<file path="config.mk">
export PLATFORM = sky130hd
export DESIGN_NAME = pac_pll_a_regs
export DESIGN_NICKNAME = d
export VERILOG_FILES = /design/src/rtl/pac_pkg.sv /design/src/rtl/pac_pll_a_regs.sv
export SDC_FILE = /design/constraint.sdc
export NUM_CORES = 1
export LEC_CHECK = 0
export BUFFER_PORTS_ARGS = -buffer_cell sky130_fd_sc_hd__buf_2
export CORE_MARGIN = 1
export CORE_UTILIZATION = 50
export CTS_CLUSTER_DIAMETER = 200
export DETAILED_ROUTE_END_ITERATION = 10
export PLACE_DENSITY_LB_ADDON = 0.3
export SLEW_MARGIN = 20
export SYNTH_ARGS = -nofsm -noshare
export SYNTH_HDL_FRONTEND = slang
export SYNTH_SLANG_ARGS = --single-unit
</file>
<file path="constraint.sdc">
create_clock -name clk -period 2.4 [get_ports clk]
set_input_delay 0.48 -clock clk [delete_from_list [all_inputs] [get_ports clk]]
set_output_delay 0.48 -clock clk [all_outputs]
set_load 0.05 [all_outputs]
</file>
<file path="src/rtl/pac_pkg.sv">
// Overview of operation
// - fraction is 22 bits: reg0 bits 8:0, reg1 bits 8:0, reg2 bits 3:0 on top
// - integer ratio part comes from bits 7:4 of reg2
// - reads of reg0 and reg1 return the identification code, not the fraction
// - continuous readback disables identification code on reg0 and reg1 reads
// - reads of reg2 return the silicon revision number
// - bit 0 of reg3: 0 passes oscillator clock, 1 divides it by two
// - receiver mode: post divider picks 256fs or 128fs, second pll's ignored
// - receiver mode: device drives output divider itself, second pll's field ignored
// - user mode: output division from output divider field plus post divider bit
// - reset values: fraction 100100001, 101111110, 1101; integer 0111; divider 10
// - readback register at 34 holds enable, continuous and 3-bit source, reset zero
package pac_pkg;
	localparam int ADDR_W = 7;
	localparam int DATA_W = 9;
	localparam int FRAME_BITS = 16;
	localparam logic [4:0] CNT_ADDR_DONE = 5'h07;
	localparam logic [4:0] CNT_FRAME_DONE = 5'h10;
	// register addresses
	localparam logic [6:0] ADDR_FRAC_LOW = 7'h00;
	localparam logic [6:0] ADDR_FRAC_MID = 7'h01;
	localparam logic [6:0] ADDR_INT_FRAC_HIGH = 7'h02;
	localparam logic [6:0] ADDR_DIVIDER_SEL = 7'h03;
	localparam logic [6:0] ADDR_READBACK = 7'h34;
	// reset values
	localparam logic [8:0] RST_FRAC_LOW = 9'h121;
	localparam logic [8:0] RST_FRAC_MID = 9'h17e;
	localparam logic [8:0] RST_INT_FRAC_HIGH = 9'h07d;
	localparam logic [8:0] RST_DIVIDER_SEL = 9'h014;
	localparam logic [8:0] RST_READBACK = 9'h000;
	// divider select fields
	localparam int BIT_INPUT_DIV = 0;
	localparam int BIT_POST_DIV = 1;
	localparam int BIT_OUTSEL_LO = 3;
	localparam int BIT_OUTSEL_HI = 4;
	localparam logic [8:0] DIVIDER_SEL_MASK = 9'h01b;
	localparam logic [8:0] DIVIDER_SEL_FIXED = 9'h004;
	// integer / fraction high fields
	localparam int INT_LO = 4;
	localparam int INT_HI = 7;
	localparam int FRACH_HI = 3;
	localparam logic [8:0] INT_FRAC_HIGH_MASK = 9'h0ff;
	// readback control fields
	localparam int BIT_RB_EN = 4;
	localparam int BIT_RB_CONT = 3;
	localparam logic [8:0] READBACK_MASK = 9'h01f;
	typedef enum logic [1:0] {
		PAC_IDLE = 2'b00,
		PAC_ADDR = 2'b01,
		PAC_DATA = 2'b10
	} pac_phase_type;
endpackage

</file>
<file path="src/rtl/pac_pll_a_regs.sv">
`timescale 1ns/1ps
module pac_pll_a_regs #(
	parameter logic [8:0] ID_LOW_VALUE  = 9'h0a5, // arbitrary value
	parameter logic [8:0] ID_HIGH_VALUE = 9'h05a, // arbitrary value
	parameter logic [8:0] REVISION      = 9'h001  // arbitrary value
) (
	// clock and reset
	input  wire logic        clk,
	input  wire logic        arst_n,
	// serial control port, sampled on clk
	input  wire logic        ctl_sclk,
	input  wire logic        ctl_sdin,
	input  wire logic        ctl_cs_n,
	output logic             ctl_sdout,
	// clocking mode and second pll settings
	input  wire logic        pll_rx_mode,
	input  wire logic [1:0]  rx_auto_output_divider_sel,
	input  wire logic        pll_b_post_divider,
	input  wire logic [1:0]  pll_b_output_divider_sel,
	// pll a configuration
	output logic [21:0]      pll_a_fraction,
	output logic [3:0]       pll_a_integer,
	output logic             pll_a_input_divider,
	output logic             pll_a_post_divider,
	output logic [1:0]       pll_a_output_divider_sel,
	output logic [2:0]       pll_a_output_division,
	// readback control
	output logic             readback_enable,
	output logic             continuous_readback,
	output logic [2:0]       readback_source_sel
);
	// how a control frame is handled, all in the clk domain:
	// - a falling cs_n opens a frame and clears the bit counter
	// - each rising sclk shifts one sdin bit in, msb first: 7 address bits, then 9 data bits
	// - once the seventh address bit is in, a read frame loads its answer for sdout
	// - each falling sclk after that moves one answer bit onto sdout, msb first
	// - a rising cs_n closes the frame; only a frame of 16 or more bits may write, using its first 16
	// sclk and cs_n are edge-detected against their last sample, so each level must
	// stand for at least two clk cycles; a faster serial clock would lose edges
	// while readback is enabled every frame is a read; a read can then never
	// overwrite a register, at the cost that only a reset leaves readback mode
	// stored fields feed the pll settings through one more register stage, so they
	// all move together two clk edges after the frame closes, never mid-frame
	// the second pll's post and output divider fields come in only to make plain
	// that they are ignored: in receiver mode hardware picks the output divider
	// the identity and revision answers are parameters with arbitrary defaults
	// unmapped addresses read as zero and ignore writes
	// unused upper bits of the stored registers are not kept; the divider
	// register always reads its bit 2 as one
	// reset is asynchronous; every field, derived ones included, takes its
	// power-up value, so the outputs are right from the first edge
	// no interrupt or buffering logic lives here
	typedef struct packed {
		// last samples of the serial pins, for edge detection
		logic                  sclk_q;
		logic                  cs_n_q;
		// frame engine: phase, bit count, input and answer shifters
		pac_pkg::pac_phase_type phase;
		logic [4:0]            cnt;
		logic [15:0]           shift;
		logic [8:0]            tx;
		logic                  rd_frame;
		logic                  sdout;
		// stored register fields
		logic [8:0]            frac_low;
		logic [8:0]            frac_mid;
		logic [8:0]            int_frac_high;
		logic [8:0]            divider_sel;
		logic [8:0]            readback;
		// derived pll settings, one register stage behind the fields
		logic [21:0]           fraction;
		logic [3:0]            integer_part;
		logic                  in_div;
		logic                  post_div;
		logic [1:0]            out_sel;
		logic [2:0]            out_division;
	} pac_state_type;

	// the whole state lives in one packed register
	pac_state_type st_ff;
	pac_state_type nxt_st;

	// value returned when a register is read
	// continuous readback swaps the identity answers for the stored fraction bits
	function automatic logic [8:0] read_value(input logic [6:0] addr, input pac_state_type s);
		logic cont;
		cont = s.readback[pac_pkg::BIT_RB_CONT];
		case (addr)
			pac_pkg::ADDR_FRAC_LOW:      read_value = cont ? s.frac_low : ID_LOW_VALUE;
			pac_pkg::ADDR_FRAC_MID:      read_value = cont ? s.frac_mid : ID_HIGH_VALUE;
			pac_pkg::ADDR_INT_FRAC_HIGH: read_value = REVISION;
			pac_pkg::ADDR_DIVIDER_SEL:   read_value = s.divider_sel;
			pac_pkg::ADDR_READBACK:      read_value = s.readback;
			default:                     read_value = 9'h000;
		endcase
	endfunction

	// serial framing, register writes and derived pll settings
	always_comb begin
		logic       sclk_rise;
		logic       sclk_fall;
		logic       frame_end;
		logic [6:0] waddr;
		logic [8:0] wdata;
		sclk_rise = ctl_sclk & ~st_ff.sclk_q;
		sclk_fall = ~ctl_sclk & st_ff.sclk_q;
		frame_end = ctl_cs_n & ~st_ff.cs_n_q;
		// address and data as they stand in the shifter at frame end
		waddr = st_ff.shift[pac_pkg::FRAME_BITS-1:pac_pkg::DATA_W];
		wdata = st_ff.shift[pac_pkg::DATA_W-1:0];
		// hold everything unless a branch below moves it
		nxt_st = st_ff;
		nxt_st.sclk_q = ctl_sclk;
		nxt_st.cs_n_q = ctl_cs_n;
		case (st_ff.phase)
			// a low cs_n opens a frame and restarts the count
			pac_pkg::PAC_IDLE: begin
				if (!ctl_cs_n) begin
					nxt_st.phase = pac_pkg::PAC_ADDR;
					nxt_st.cnt = 5'h00;
					nxt_st.rd_frame = 1'b0;
				end
			end
			pac_pkg::PAC_ADDR, pac_pkg::PAC_DATA: begin
				// one bit per rising sclk; bits past the sixteenth are dropped
				if (sclk_rise && st_ff.cnt != pac_pkg::CNT_FRAME_DONE) begin
					nxt_st.shift = {st_ff.shift[pac_pkg::FRAME_BITS-2:0], ctl_sdin};
					nxt_st.cnt = st_ff.cnt + 5'h01;
				end
				// address complete: a read frame loads the answer for the data phase
				if (st_ff.phase == pac_pkg::PAC_ADDR && st_ff.cnt == pac_pkg::CNT_ADDR_DONE) begin
					nxt_st.phase = pac_pkg::PAC_DATA;
					nxt_st.rd_frame = st_ff.readback[pac_pkg::BIT_RB_EN];
					nxt_st.tx = read_value(st_ff.shift[pac_pkg::ADDR_W-1:0], st_ff);
				end
				// data shifts out on falling sclk, msb first
				if (sclk_fall && st_ff.rd_frame && st_ff.phase == pac_pkg::PAC_DATA) begin
					nxt_st.sdout = st_ff.tx[pac_pkg::DATA_W-1];
					nxt_st.tx = {st_ff.tx[pac_pkg::DATA_W-2:0], 1'b0};
				end
				// rising cs_n closes the frame
				if (frame_end) begin
					nxt_st.phase = pac_pkg::PAC_IDLE;
					nxt_st.sdout = 1'b0;
					// short frames are dropped so a glitch never corrupts a register
					// a read frame never writes, so the answer cannot disturb the fields
					if (st_ff.cnt == pac_pkg::CNT_FRAME_DONE && !st_ff.rd_frame) begin
						case (waddr)
							pac_pkg::ADDR_FRAC_LOW:      nxt_st.frac_low = wdata;
							pac_pkg::ADDR_FRAC_MID:      nxt_st.frac_mid = wdata;
							pac_pkg::ADDR_INT_FRAC_HIGH: nxt_st.int_frac_high = wdata & pac_pkg::INT_FRAC_HIGH_MASK;
							pac_pkg::ADDR_DIVIDER_SEL:
								nxt_st.divider_sel = (wdata & pac_pkg::DIVIDER_SEL_MASK) | pac_pkg::DIVIDER_SEL_FIXED;
							pac_pkg::ADDR_READBACK:      nxt_st.readback = wdata & pac_pkg::READBACK_MASK;
							default: ;
						endcase
					end
				end
			end
			// an illegal phase falls back to idle
			default: nxt_st.phase = pac_pkg::PAC_IDLE;
		endcase
		// derived settings follow the stored fields one cycle later
		nxt_st.fraction = {st_ff.int_frac_high[pac_pkg::FRACH_HI:0], st_ff.frac_mid, st_ff.frac_low};
		nxt_st.integer_part = st_ff.int_frac_high[pac_pkg::INT_HI:pac_pkg::INT_LO];
		nxt_st.in_div = st_ff.divider_sel[pac_pkg::BIT_INPUT_DIV];
		nxt_st.post_div = st_ff.divider_sel[pac_pkg::BIT_POST_DIV];
		// second pll post and output fields are not consulted in either mode
		// receiver mode hands the output divider select to hardware
		if (pll_rx_mode) begin
			nxt_st.out_sel = rx_auto_output_divider_sel;
		end else begin
			nxt_st.out_sel = st_ff.divider_sel[pac_pkg::BIT_OUTSEL_HI:pac_pkg::BIT_OUTSEL_LO];
		end
		// division code: output divider select above the post divider bit
		nxt_st.out_division = {nxt_st.out_sel, st_ff.divider_sel[pac_pkg::BIT_POST_DIV]};
	end

	// single state register; reset values are constants only
	// the derived stage is loaded from the same constants, so no output glitches after reset
	always_ff @(posedge clk or negedge arst_n) begin
		if (!arst_n) begin
			// serial engine starts idle
			st_ff.sclk_q <= 1'b0;
			st_ff.cs_n_q <= 1'b1;
			st_ff.phase <= pac_pkg::PAC_IDLE;
			st_ff.cnt <= 5'h00;
			st_ff.shift <= '0;
			st_ff.tx <= '0;
			st_ff.rd_frame <= 1'b0;
			st_ff.sdout <= 1'b0;
			// register fields and the derived stage take their power-up values
			st_ff.frac_low <= pac_pkg::RST_FRAC_LOW;
			st_ff.frac_mid <= pac_pkg::RST_FRAC_MID;
			st_ff.int_frac_high <= pac_pkg::RST_INT_FRAC_HIGH;
			st_ff.divider_sel <= pac_pkg::RST_DIVIDER_SEL;
			st_ff.readback <= pac_pkg::RST_READBACK;
			st_ff.fraction <= {pac_pkg::RST_INT_FRAC_HIGH[pac_pkg::FRACH_HI:0], pac_pkg::RST_FRAC_MID,
				pac_pkg::RST_FRAC_LOW};
			st_ff.integer_part <= pac_pkg::RST_INT_FRAC_HIGH[pac_pkg::INT_HI:pac_pkg::INT_LO];
			st_ff.in_div <= pac_pkg::RST_DIVIDER_SEL[pac_pkg::BIT_INPUT_DIV];
			st_ff.post_div <= pac_pkg::RST_DIVIDER_SEL[pac_pkg::BIT_POST_DIV];
			st_ff.out_sel <= pac_pkg::RST_DIVIDER_SEL[pac_pkg::BIT_OUTSEL_HI:pac_pkg::BIT_OUTSEL_LO];
			st_ff.out_division <= {pac_pkg::RST_DIVIDER_SEL[pac_pkg::BIT_OUTSEL_HI:pac_pkg::BIT_OUTSEL_LO],
				pac_pkg::RST_DIVIDER_SEL[pac_pkg::BIT_POST_DIV]};
		end else begin
			st_ff <= nxt_st;
		end
	end

	// outputs come straight from the state register
	assign ctl_sdout = st_ff.sdout;
	// pll a settings
	assign pll_a_fraction = st_ff.fraction;
	assign pll_a_integer = st_ff.integer_part;
	assign pll_a_input_divider = st_ff.in_div;
	assign pll_a_post_divider = st_ff.post_div;
	assign pll_a_output_divider_sel = st_ff.out_sel;
	assign pll_a_output_division = st_ff.out_division;
	// readback control fields; the source select sits below the continuous bit
	assign readback_enable = st_ff.readback[pac_pkg::BIT_RB_EN];
	assign continuous_readback = st_ff.readback[pac_pkg::BIT_RB_CONT];
	assign readback_source_sel = st_ff.readback[pac_pkg::BIT_RB_CONT-1:0];
endmodule

</file>
==> impl_metrics.py, run 1 <==
metrics = {
    "outcome": {
        "status": "complete, no violations",
    },
    "global_route": {
        "grt_antenna_before_repair": 0,
        "grt_max_degree": 50,
        "grt_pass1_wl_microns": 12700,
        "overflow": 0,
        "track_usage": 0.185,
        "grt_pass1_vias": 2500,
    },
    "synth": {
        "post-synth-top-area-fraction": 0.372,
        "synth.yosys.seq_area_share": 0.579,
        "ys_types": 53,
        "ys_warn_count": 0,
        "yosysTopAreaCell": "dfrtp_1",
        "synthCells": 334,
        "async_reset_ff_frac": 1.00,
        "synth_edf_count": 0,
        "syn_area_per_cell_sq_um": 13.3,
        "synth.area.top_cells": "dfrtp_1, dfstp_2, mux2_2",
        "synthesis.nets": 350,
        "synth_ff_type": "dfrtp_1",
        "synth-seq-cells": 101,
        "syn_area_sq_um": 4440,
    },
    "clock_network": {
        "cts_setup_buffers": 0,
        "cts-buffers-inserted": 9,
        "clk_path_buf_depth": 2,
        "clk_latency_ps": 370,
        "ctsResizeCount": 0,
        "cts.htree.levels": 3,
        "cts.sinks": 101,
        "path_clk_slew_ps": 110,
        "postCtsHoldBufs": 0,
        "root_buffer": "clkbuf_8",
        "cts_tree": "done",
    },
    "sta": {
        "tns_ps": 0,
        "slew_viol_final": 0,
        "min_period_ps": 2150,
        "max_slew_margin": 0.475,
        "worstMarginPinSlew_ps": 782,
        "rsz0062_at_grt": "false",
        "setup_ws_ps": 252,
        "period_share": 0.895,
        "clock.fmax_ghz": 0.466,
        "clock_skew_ps": 17.1,
        "fin_hold_ws_ps": 99.8,
        "hold_violations": 0,
        "setup_violations": 0,
    },
    "cells_and_area": {
        "final_common_cell": "dfrtp_1",
        "layout_common_cells": "dfrtp_1, buf_2, mux2_2",
        "final_nets": 371,
        "area_growth_pct": 8.05,
        "drive_gt1_frac": 0.486,
        "diodes": 0,
    },
    "power": {
        "p_sw_frac": 0.320,
        "power.density_nw_per_um2": 824,
        "p_total_mw": 3.96,
        "vdd_drop_max_mv": 0.366,
        "clockPowerShare": 0.289,
        "power.share.sequential": 0.499,
        "comb_power_share": 0.213,
        "p_sw_mw": 1.27,
        "power.leakage_nw": 2.37,
        "p_int_mw": 2.69,
    },
    "critical_path": {
        "path_class": "reg -> reg",
        "r2r_setup_slack_ps": 250,
        "cp_max_fo": 4,
        "rr_startpoint": "st_ff[111]",
        "worstPathRequired_ps": 2660,
        "rr_endpoint": "st_ff[45]",
        "worst_setup_path_end_kind": "flip-flop",
        "critPathLaunch": "st_ff[111]",
        "start_kind": "flip-flop",
        "crit_end": "st_ff[45]",
        "reg2reg_depth": 7,
        "arrival_ps": 2410,
    },
    "routing": {
        "first_pass_iters": 4,
        "wl_per_cell_microns": 16.2,
        "routed_wl_microns": 7600,
        "antenna_left": 0,
        "vias_per_cell": 5.36,
        "num_vias": 2509,
        "drt_iter0_markers": 117,
        "drc": 0,
    },
    "die": {
        "fp.dieH_microns": 96.3,
        "die_x_microns": 96.3,
        "ios": 50,
        "dieArea_sq_um": 9270,
        "start_util": 0.512,
        "num_rows": 34,
        "fp.coreArea_sq_um": 8680,
    },
    "place": {
        "portBuffers": 46,
        "dp_hpwl_microns": 5150,
        "dp_slack_ps": 253,
        "gp_congestion": 0.785,
    },
    "min_path": {
        "hp-class": "in -> async",
    },
    "job": {
        "drv_cap": 0,
    },
}
## registers in the layout, indices dropped and copies added, names as in the netlist
name,cells
pll_a_output_division,3
st_ff,37
pll_a_input_divider,1
ctl_sdout,1
readback_enable,1
pll_a_integer,4
readback_source_sel,3
nxt_st,28
continuous_readback,1
pll_a_fraction,22
## cells in the mapped netlist, types with 3 or more instances
cell,instances
a21oi_1,13
a221oi_1,4
a22oi_1,7
and3_1,3
buf_4,36
clkbuf_1,7
dfrtp_1,66
dfstp_2,35
ha_1,5
inv_1,8
mux2_1,3
mux2_2,41
mux2_4,10
nand2_1,14
nand2b_1,3
nand3_1,6
nor2_1,14
nor3_1,3
nor3b_2,3
o21ai_0,5
o21ai_1,7
xor2_1,3
## routing by layer
metal / part of all wire / GRT usage / vias to the layer above
met5: 0 / 0 / -
met4: 0.022 / 0.0784 / 0
met3: 0.032 / 0.0340 / 17
met2: 0.47 / 0.279 / 51
li1: - / - / 1183
met1: 0.48 / 0.262 / 1258
## final cells by class
cell class	instances	area [sq um]
Multi-Input combinational cell	178	1520
Tap cell	108	135
Inverter	8	30.0
Sequential cell	101	2570
Clock inverter	7	92.6
Clock buffer	9	124
Timing Repair Buffer	57	328
Fill cell	744	3880
## critical path, stage by stage, from the launching register on
cell and delay, ps:
dfrtp_1 390, inv_1 80, ha_1 330, nand2b_1 120, nor4_1 230, and3_2 310
nand3_1 230, mux2_2 340
## power by group through the flow
stage          clock network [mW]  logic (mW)  registers [mW]
2_1_floorplan                   0       0.596            1.98
3_3_place_gp                    0       0.829            2.00
3_5_place_dp                    0       0.845            2.00
4_1_cts                      1.17       0.849            1.98
5_1_grt                      1.24       0.950            1.99
6_report                     1.14       0.843            1.97
## per-stage QoR
stage,util,area [sq um],instances
floorplan,-,4440,334
global placement,0.528,4590,452
detailed placement,0.528,4590,452
CTS,0.553,4800,468
global route,0.553,4800,468
finish,0.553,4800,468
## logic make-up after synthesis
| group | Yosys count | synth area share |
|---|---|---|
| compound gates | 45 | 0.0659 |
| xor+xnor | 3 | 0.00591 |
| fa+ha+maj | 5 | 0.0141 |
| buf+inv | 55 | 0.0791 |
| flops | 101 | 0.579 |
| mux | 55 | 0.148 |
| simple gates | 70 | 0.109 |
## worst min-delay path by stage
stage	startpoint	to	slack, ps
2_1_floorplan	arst_n	continuous_readback	180
3_3_place_gp	nxt_st[7]	pll_a_integer[0]	350
3_5_place_dp	nxt_st[31]	pll_a_fraction[20]	350
4_1_cts	arst_n	pll_a_fraction[4]	120
5_1_grt	arst_n	pll_a_fraction[1]	150
6_report	arst_n	pll_a_fraction[19]	100
Power figures use the tool's default switching activity.
==> inputs of run 2 (changes only) <==
ABC_AREA = 1   (was not set)
CORE_MARGIN = 4   (was 1)
==> run 2 against run 1 <==
  * Combinational power grew 47%
  * Via count grew 25%
  * First-iteration DRC count grew 50%
  * Design area grew 1.3%
  * Synthesized cell count grew 41%
  * Register-to-register slack gained 190 ps
  * Flip-flop and latch count is the same
  * Highest routed layer unchanged
==> impl_metrics.py, run 2 <==
metrics = {
    "cells_and_area": {
        "regMostFlops": "st_ff",
        "fillers": 787,
        "fin_util": 0.552,
        "final_nets": 508,
        "final_common_cell": "nand2_1",
        "area_growth_pct": 6.93,
        "diodes": 0,
        "drive_gt1_frac": 0.294,
        "layout_common_cells": "nand2_1, dfrtp_1, buf_2",
        "largest_reg_flops": 37,
    },
    "routing": {
        "wl_per_cell_microns": 14.5,
        "antenna_left": 0,
        "drt_iter0_markers": 176,
        "routed_wl_microns": 8770,
        "vias_per_cell": 5.20,
        "drc": 0,
        "first_pass_iters": 5,
        "num_vias": 3146,
    },
    "sta": {
        "hold_violations": 0,
        "worstMarginPinSlew_ps": 527,
        "tns_ps": 0,
        "rsz0062_at_grt": "false",
        "setup_violations": 0,
        "clock.fmax_ghz": 0.512,
        "setup_ws_ps": 447,
        "max_slew_margin": 0.649,
        "min_period_ps": 1950,
        "period_share": 0.814,
        "clock_skew_ps": 6.28,
        "slew_viol_final": 0,
        "fin_hold_ws_ps": 70.8,
    },
    "clock_network": {
        "root_buffer": "clkbuf_8",
        "clk_path_buf_depth": 2,
        "postCtsHoldBufs": 0,
        "cts_tree": "done",
        "ctsResizeCount": 0,
        "cts.htree.levels": 3,
        "cts-buffers-inserted": 9,
        "cts.sinks": 101,
        "path_clk_slew_ps": 100,
        "cts_setup_buffers": 0,
        "clk_latency_ps": 380,
    },
    "power": {
        "p_int_mw": 2.69,
        "power.density_nw_per_um2": 900,
        "power.leakage_nw": 2.26,
        "clockPowerShare": 0.258,
        "p_sw_frac": 0.385,
        "power.share.sequential": 0.457,
        "vdd_drop_max_mv": 0.335,
        "comb_power_share": 0.284,
        "p_sw_mw": 1.69,
    },
    "synth": {
        "synth-seq-cells": 101,
        "async_reset_ff_frac": 1.00,
        "syn_area_sq_um": 4550,
        "ys_warn_count": 0,
        "synth_ff_type": "dfrtp_1",
        "synth-compound-area-share": 0.109,
        "yosysTopAreaCell": "dfrtp_1",
        "synth_top_family_by_area": "simple AND/OR/NAND/NOR gates",
        "yosys.area_share.simple": 0.199,
        "synth_edf_count": 0,
        "yosys.cell_count.top_type": "nand2_1",
        "synth.area.top_cells": "dfrtp_1, dfstp_2, nand2_1",
        "post-synth-top-area-fraction": 0.363,
        "ys_types": 35,
        "synthTopCellsByCount": "nand2_1, dfrtp_1, nor2_1",
        "synthesis.nets": 488,
        "synth.yosys.seq_area_share": 0.565,
        "synth_fa_ha_area_frac": 0.0138,
        "syn_area_per_cell_sq_um": 9.64,
        "synthMuxAreaShare": 0.00495,
        "synth-xor-area-share": 0.00385,
        "synthCells": 472,
    },
    "place": {
        "dp_slack_ps": 440,
        "gp_congestion": 0.917,
        "dp_hpwl_microns": 6160,
        "portBuffers": 46,
    },
    "critical_path": {
        "start_kind": "flip-flop",
        "arrival_ps": 2220,
        "worst_setup_path_end_kind": "flip-flop",
        "cp_max_fo": 18,
        "worstPathRequired_ps": 2660,
        "critPathLaunch": "st_ff[110]",
        "path_class": "reg -> reg",
        "rr_startpoint": "st_ff[110]",
    },
    "global_route": {
        "grt_antenna_before_repair": 0,
        "grt_pass1_vias": 3022,
        "track_usage": 0.181,
        "overflow": 0,
        "grt_max_degree": 48,
        "grt_pass1_wl_microns": 14600,
    },
    "die": {
        "num_rows": 34,
        "die_x_microns": 103,
        "dieArea_sq_um": 10700,
        "start_util": 0.517,
        "ios": 50,
        "fp.dieH_microns": 103,
        "fp.coreArea_sq_um": 8810,
    },
    "min_path": {
        "hp-class": "in -> async",
    },
    "job": {
        "drv_cap": 0,
    },
    "outcome": {
        "status": "complete, no violations",
    },
}
==> run 2: changes by cell type in the layout (fill, tap and decap cells not counted), moves of 5 or more <==
cell and delta:
o21ai_2 +20, inv_1 +30, nand2_1 +84, nand4_1 +5, a22oi_1 -7, o21ai_0 +29
nand3_1 +20, mux2_4 -10, nor2_1 +27, mux2_2 -39
==> run 2: final timing paths <==
check | end | slack, ps | depth (start not counted)
max in group asynchronous | st_ff[46] | 1650 | 2
min reg2reg | pll_a_integer[0] | 370 | 0
min in group clk | st_ff[112] | 210 | 1
min | pll_a_fraction[19] | 70 | 1
max | nxt_st[20] | 450 | 7
max reg2reg | nxt_st[20] | 450 | 7
==> run 2: cell families after synthesis <==
logic type / after synthesis
and+or+nand+nor: 196
DFF: 101
buffers and inverters: 84
AOI/OAI and AO/OA: 82
adders and majority gates: 5
xor gates and xnor gates: 2
muxes: 2
==> run 2: metrics by stage <==
stage | power, mW | cells | instance area, sq um
2_1_floorplan | 2.91 | 472 | 4550
3_3_place_gp | 3.23 | 589 | 4660
3_5_place_dp | 3.27 | 589 | 4660
4_1_cts | 4.40 | 605 | 4860
5_1_grt | 4.65 | 605 | 4860
6_report | 4.38 | 605 | 4860
==> run 2: final cells by class <==
type / instances / area [sq um] / area share
inverter: 40 / 150 / 0.0309
clock inverter: 7 / 83.8 / 0.0172
clock buffer: 9 / 124 / 0.0255
tap: 108 / 135 / 0.0278
timing repair buffer: 53 / 298 / 0.0612
sequential: 101 / 2570 / 0.529
multi-input combinational: 287 / 1500 / 0.309
==> run 2: per-layer routing <==
layer  GRT usage  share of wire  vias up
li1            -              -     1543
met1       0.247           0.46     1498
met5           0              0        -
met2       0.277           0.47       90
met4      0.0827          0.024        0
met3      0.0389          0.047       15
==> run 2: power groups by stage <==
stage	clock (mW)	sequential, mW	combinational [mW]
floorplan	0	2.01	0.908
global placement	0	2.03	1.20
detailed placement	0	2.03	1.23
CTS	1.15	2.00	1.24
global route	1.22	2.03	1.40
finish	1.13	2.00	1.24
==> run 2: worst max-delay path, cell delays in order (launching register included) <==
cell     delay [ps]
dfrtp_1         360
inv_1            70
ha_1            450
nand4_1         180
nor2_1          200
nand4_4         330
nand2_1         170
o21ai_2          60
==> inputs of run 3 (changes only) <==
clock period = 1.8 ns   (was 2.4 ns; I/O delays follow)
==> run 3 against run 2 <==
  * Global-route usage is 0.063 points higher
  * Clock skew is 5.2 ps higher
  * Via count is 1.2% higher
  * Critical path depth is 1 higher
  * First-iteration DRC count is 44% lower
  * Final cell count is 3.5% higher
  * Sequential share of layout area is 2.7 points lower
  * Worst setup slack worse by 260 ps
  * Fmax is 21% higher
  * Critical endpoint is now st_ff[82]
==> impl_metrics.py, run 3 (synthesized netlist as in run 2, its figures left out) <==
metrics = {
    "sta": {
        "min_period_ps": 1610,
        "slew_viol_final": 0,
        "period_share": 0.896,
        "worstMarginPinSlew_ps": 375,
        "setup_violations": 0,
        "rsz0062_at_grt": "false",
        "max_slew_margin": 0.750,
        "hold_violations": 0,
        "clock.fmax_ghz": 0.620,
        "tns_ps": 0,
        "setup_ws_ps": 186,
        "clock_skew_ps": 11.5,
    },
    "die": {
        "dieArea_sq_um": 10700,
        "ios": 50,
        "start_util": 0.517,
        "die_x_microns": 103,
        "fp.coreArea_sq_um": 8810,
        "num_rows": 34,
        "fp.dieH_microns": 103,
    },
    "critical_path": {
        "r2r_setup_slack_ps": 190,
        "arrival_ps": 1910,
        "worst_setup_path_end_kind": "flip-flop",
        "cp_max_fo": 7,
        "reg2reg_depth": 8,
        "rr_startpoint": "st_ff[111]",
        "worstPathRequired_ps": 2090,
        "path_class": "reg -> reg",
        "start_kind": "flip-flop",
        "rr_endpoint": "st_ff[82]",
    },
    "clock_network": {
        "cts.htree.levels": 3,
        "path_clk_slew_ps": 100,
        "cts_tree": "done",
        "cts.sinks": 101,
        "cts-buffers-inserted": 9,
        "root_buffer": "clkbuf_8",
        "clk_latency_ps": 370,
        "clk_path_buf_depth": 2,
    },
    "global_route": {
        "grt_pass1_vias": 3083,
        "grt_antenna_before_repair": 0,
        "track_usage": 0.182,
        "grt_pass1_wl_microns": 14900,
        "grt_max_degree": 47,
        "overflow": 0,
    },
    "routing": {
        "drt_iter0_markers": 99,
        "wl_per_cell_microns": 14.1,
        "antenna_left": 0,
        "num_vias": 3184,
        "vias_per_cell": 5.09,
        "drc": 0,
        "routed_wl_microns": 8830,
        "first_pass_iters": 4,
    },
    "cells_and_area": {
        "fillers": 731,
        "layout_common_cells": "nand2_1, dfrtp_1, buf_2",
        "regMostFlops": "st_ff",
        "drive_gt1_frac": 0.328,
        "diodes": 0,
        "largest_reg_flops": 37,
        "postLayoutCellArea_sq_um": 5120,
        "final_common_cell": "nand2_1",
        "final_nets": 529,
        "finalNonFillerCells": 626,
        "area_growth_pct": 12.7,
    },
    "power": {
        "p_total_mw": 6.15,
        "power.density_nw_per_um2": 1200,
        "power.leakage_nw": 2.38,
        "vdd_drop_max_mv": 0.534,
    },
    "place": {
        "dp_slack_ps": 131,
        "dp.cells": 608,
        "portBuffers": 46,
        "dp_hpwl_microns": 6300,
        "place_area_sq_um": 4870,
        "gp_congestion": 0.926,
    },
    "outcome": {
        "status": "complete, no violations",
    },
    "min_path": {
        "hold_path_depth": 1,
        "holdPathEnd": "st_ff[112]",
        "hp-start": "ctl_cs_n",
        "hp-class": "in -> reg",
    },
    "job": {
        "drv_cap": 0,
    },
}
run 3: cell count changes in the layout (fill, tap and decap cells not counted), moves of 2 or more:
cell,delta
buf_12,+6
buf_4,+14
clkinv_4,-2
inv_6,+2
run 3: layout make-up:
cell class	count	area [sq um]	area share
Clock inverter	6	75.1	0.0146
Inverter	40	150	0.0293
Timing Repair Buffer	74	533	0.104
Multi-Input combinational cell	287	1520	0.297
Tap cell	108	135	0.0264
Sequential cell	101	2570	0.502
Clock buffer	10	138	0.0269
run 3: what timing repair did:
item	in CTS	in global routing
endpoints found under the setup margin	0	11
setup buffers	0	1
endpoints found under the hold margin	16	0
hold buffers	1	0
resized for setup	0	4
run 3: worst max-delay path by stage:
stage	from	endpoint
floorplan	st_ff[110]	st_ff[82]
global placement	st_ff[111]	st_ff[87]
detailed placement	st_ff[111]	st_ff[82]
CTS	st_ff[111]	st_ff[82]
global route	st_ff[105]	st_ff[81]
finish	st_ff[111]	st_ff[82]
run 3: metal layers:
metal  share of wire  global-route usage
met5               0                   0
met4           0.029              0.0827
met3           0.041              0.0315
met2            0.47               0.280
met1            0.46               0.251
run 3: critical path: stages (launching register included):
cell	delay, ps
dfrtp_1	360
inv_1	90
ha_4	300
buf_4	140
nand4_1	170
o21ai_2	140
buf_4	180
nor2_1	50
a21oi_1	130
run 3: per-stage QoR:
| stage | hold WS (ps) | utilization |
|---|---|---|
| 2_1_floorplan | 64.4 | - |
| 5_1_grt | 93.7 | 0.582 |
| 3_5_place_dp | 306 | 0.554 |
| 6_report | 111 | 0.582 |
| 4_1_cts | 83.2 | 0.579 |
| 3_3_place_gp | 301 | 0.554 |
run 3: power by group:
group	total [mW]	switching [mW]	leakage [nW]	internal, mW
clock	1.52	0.819	0.105	0.703
combinational	1.96	1.28	1.02	0.686
sequential	2.67	0.182	1.26	2.48
total	6.15	2.28	2.38	3.87
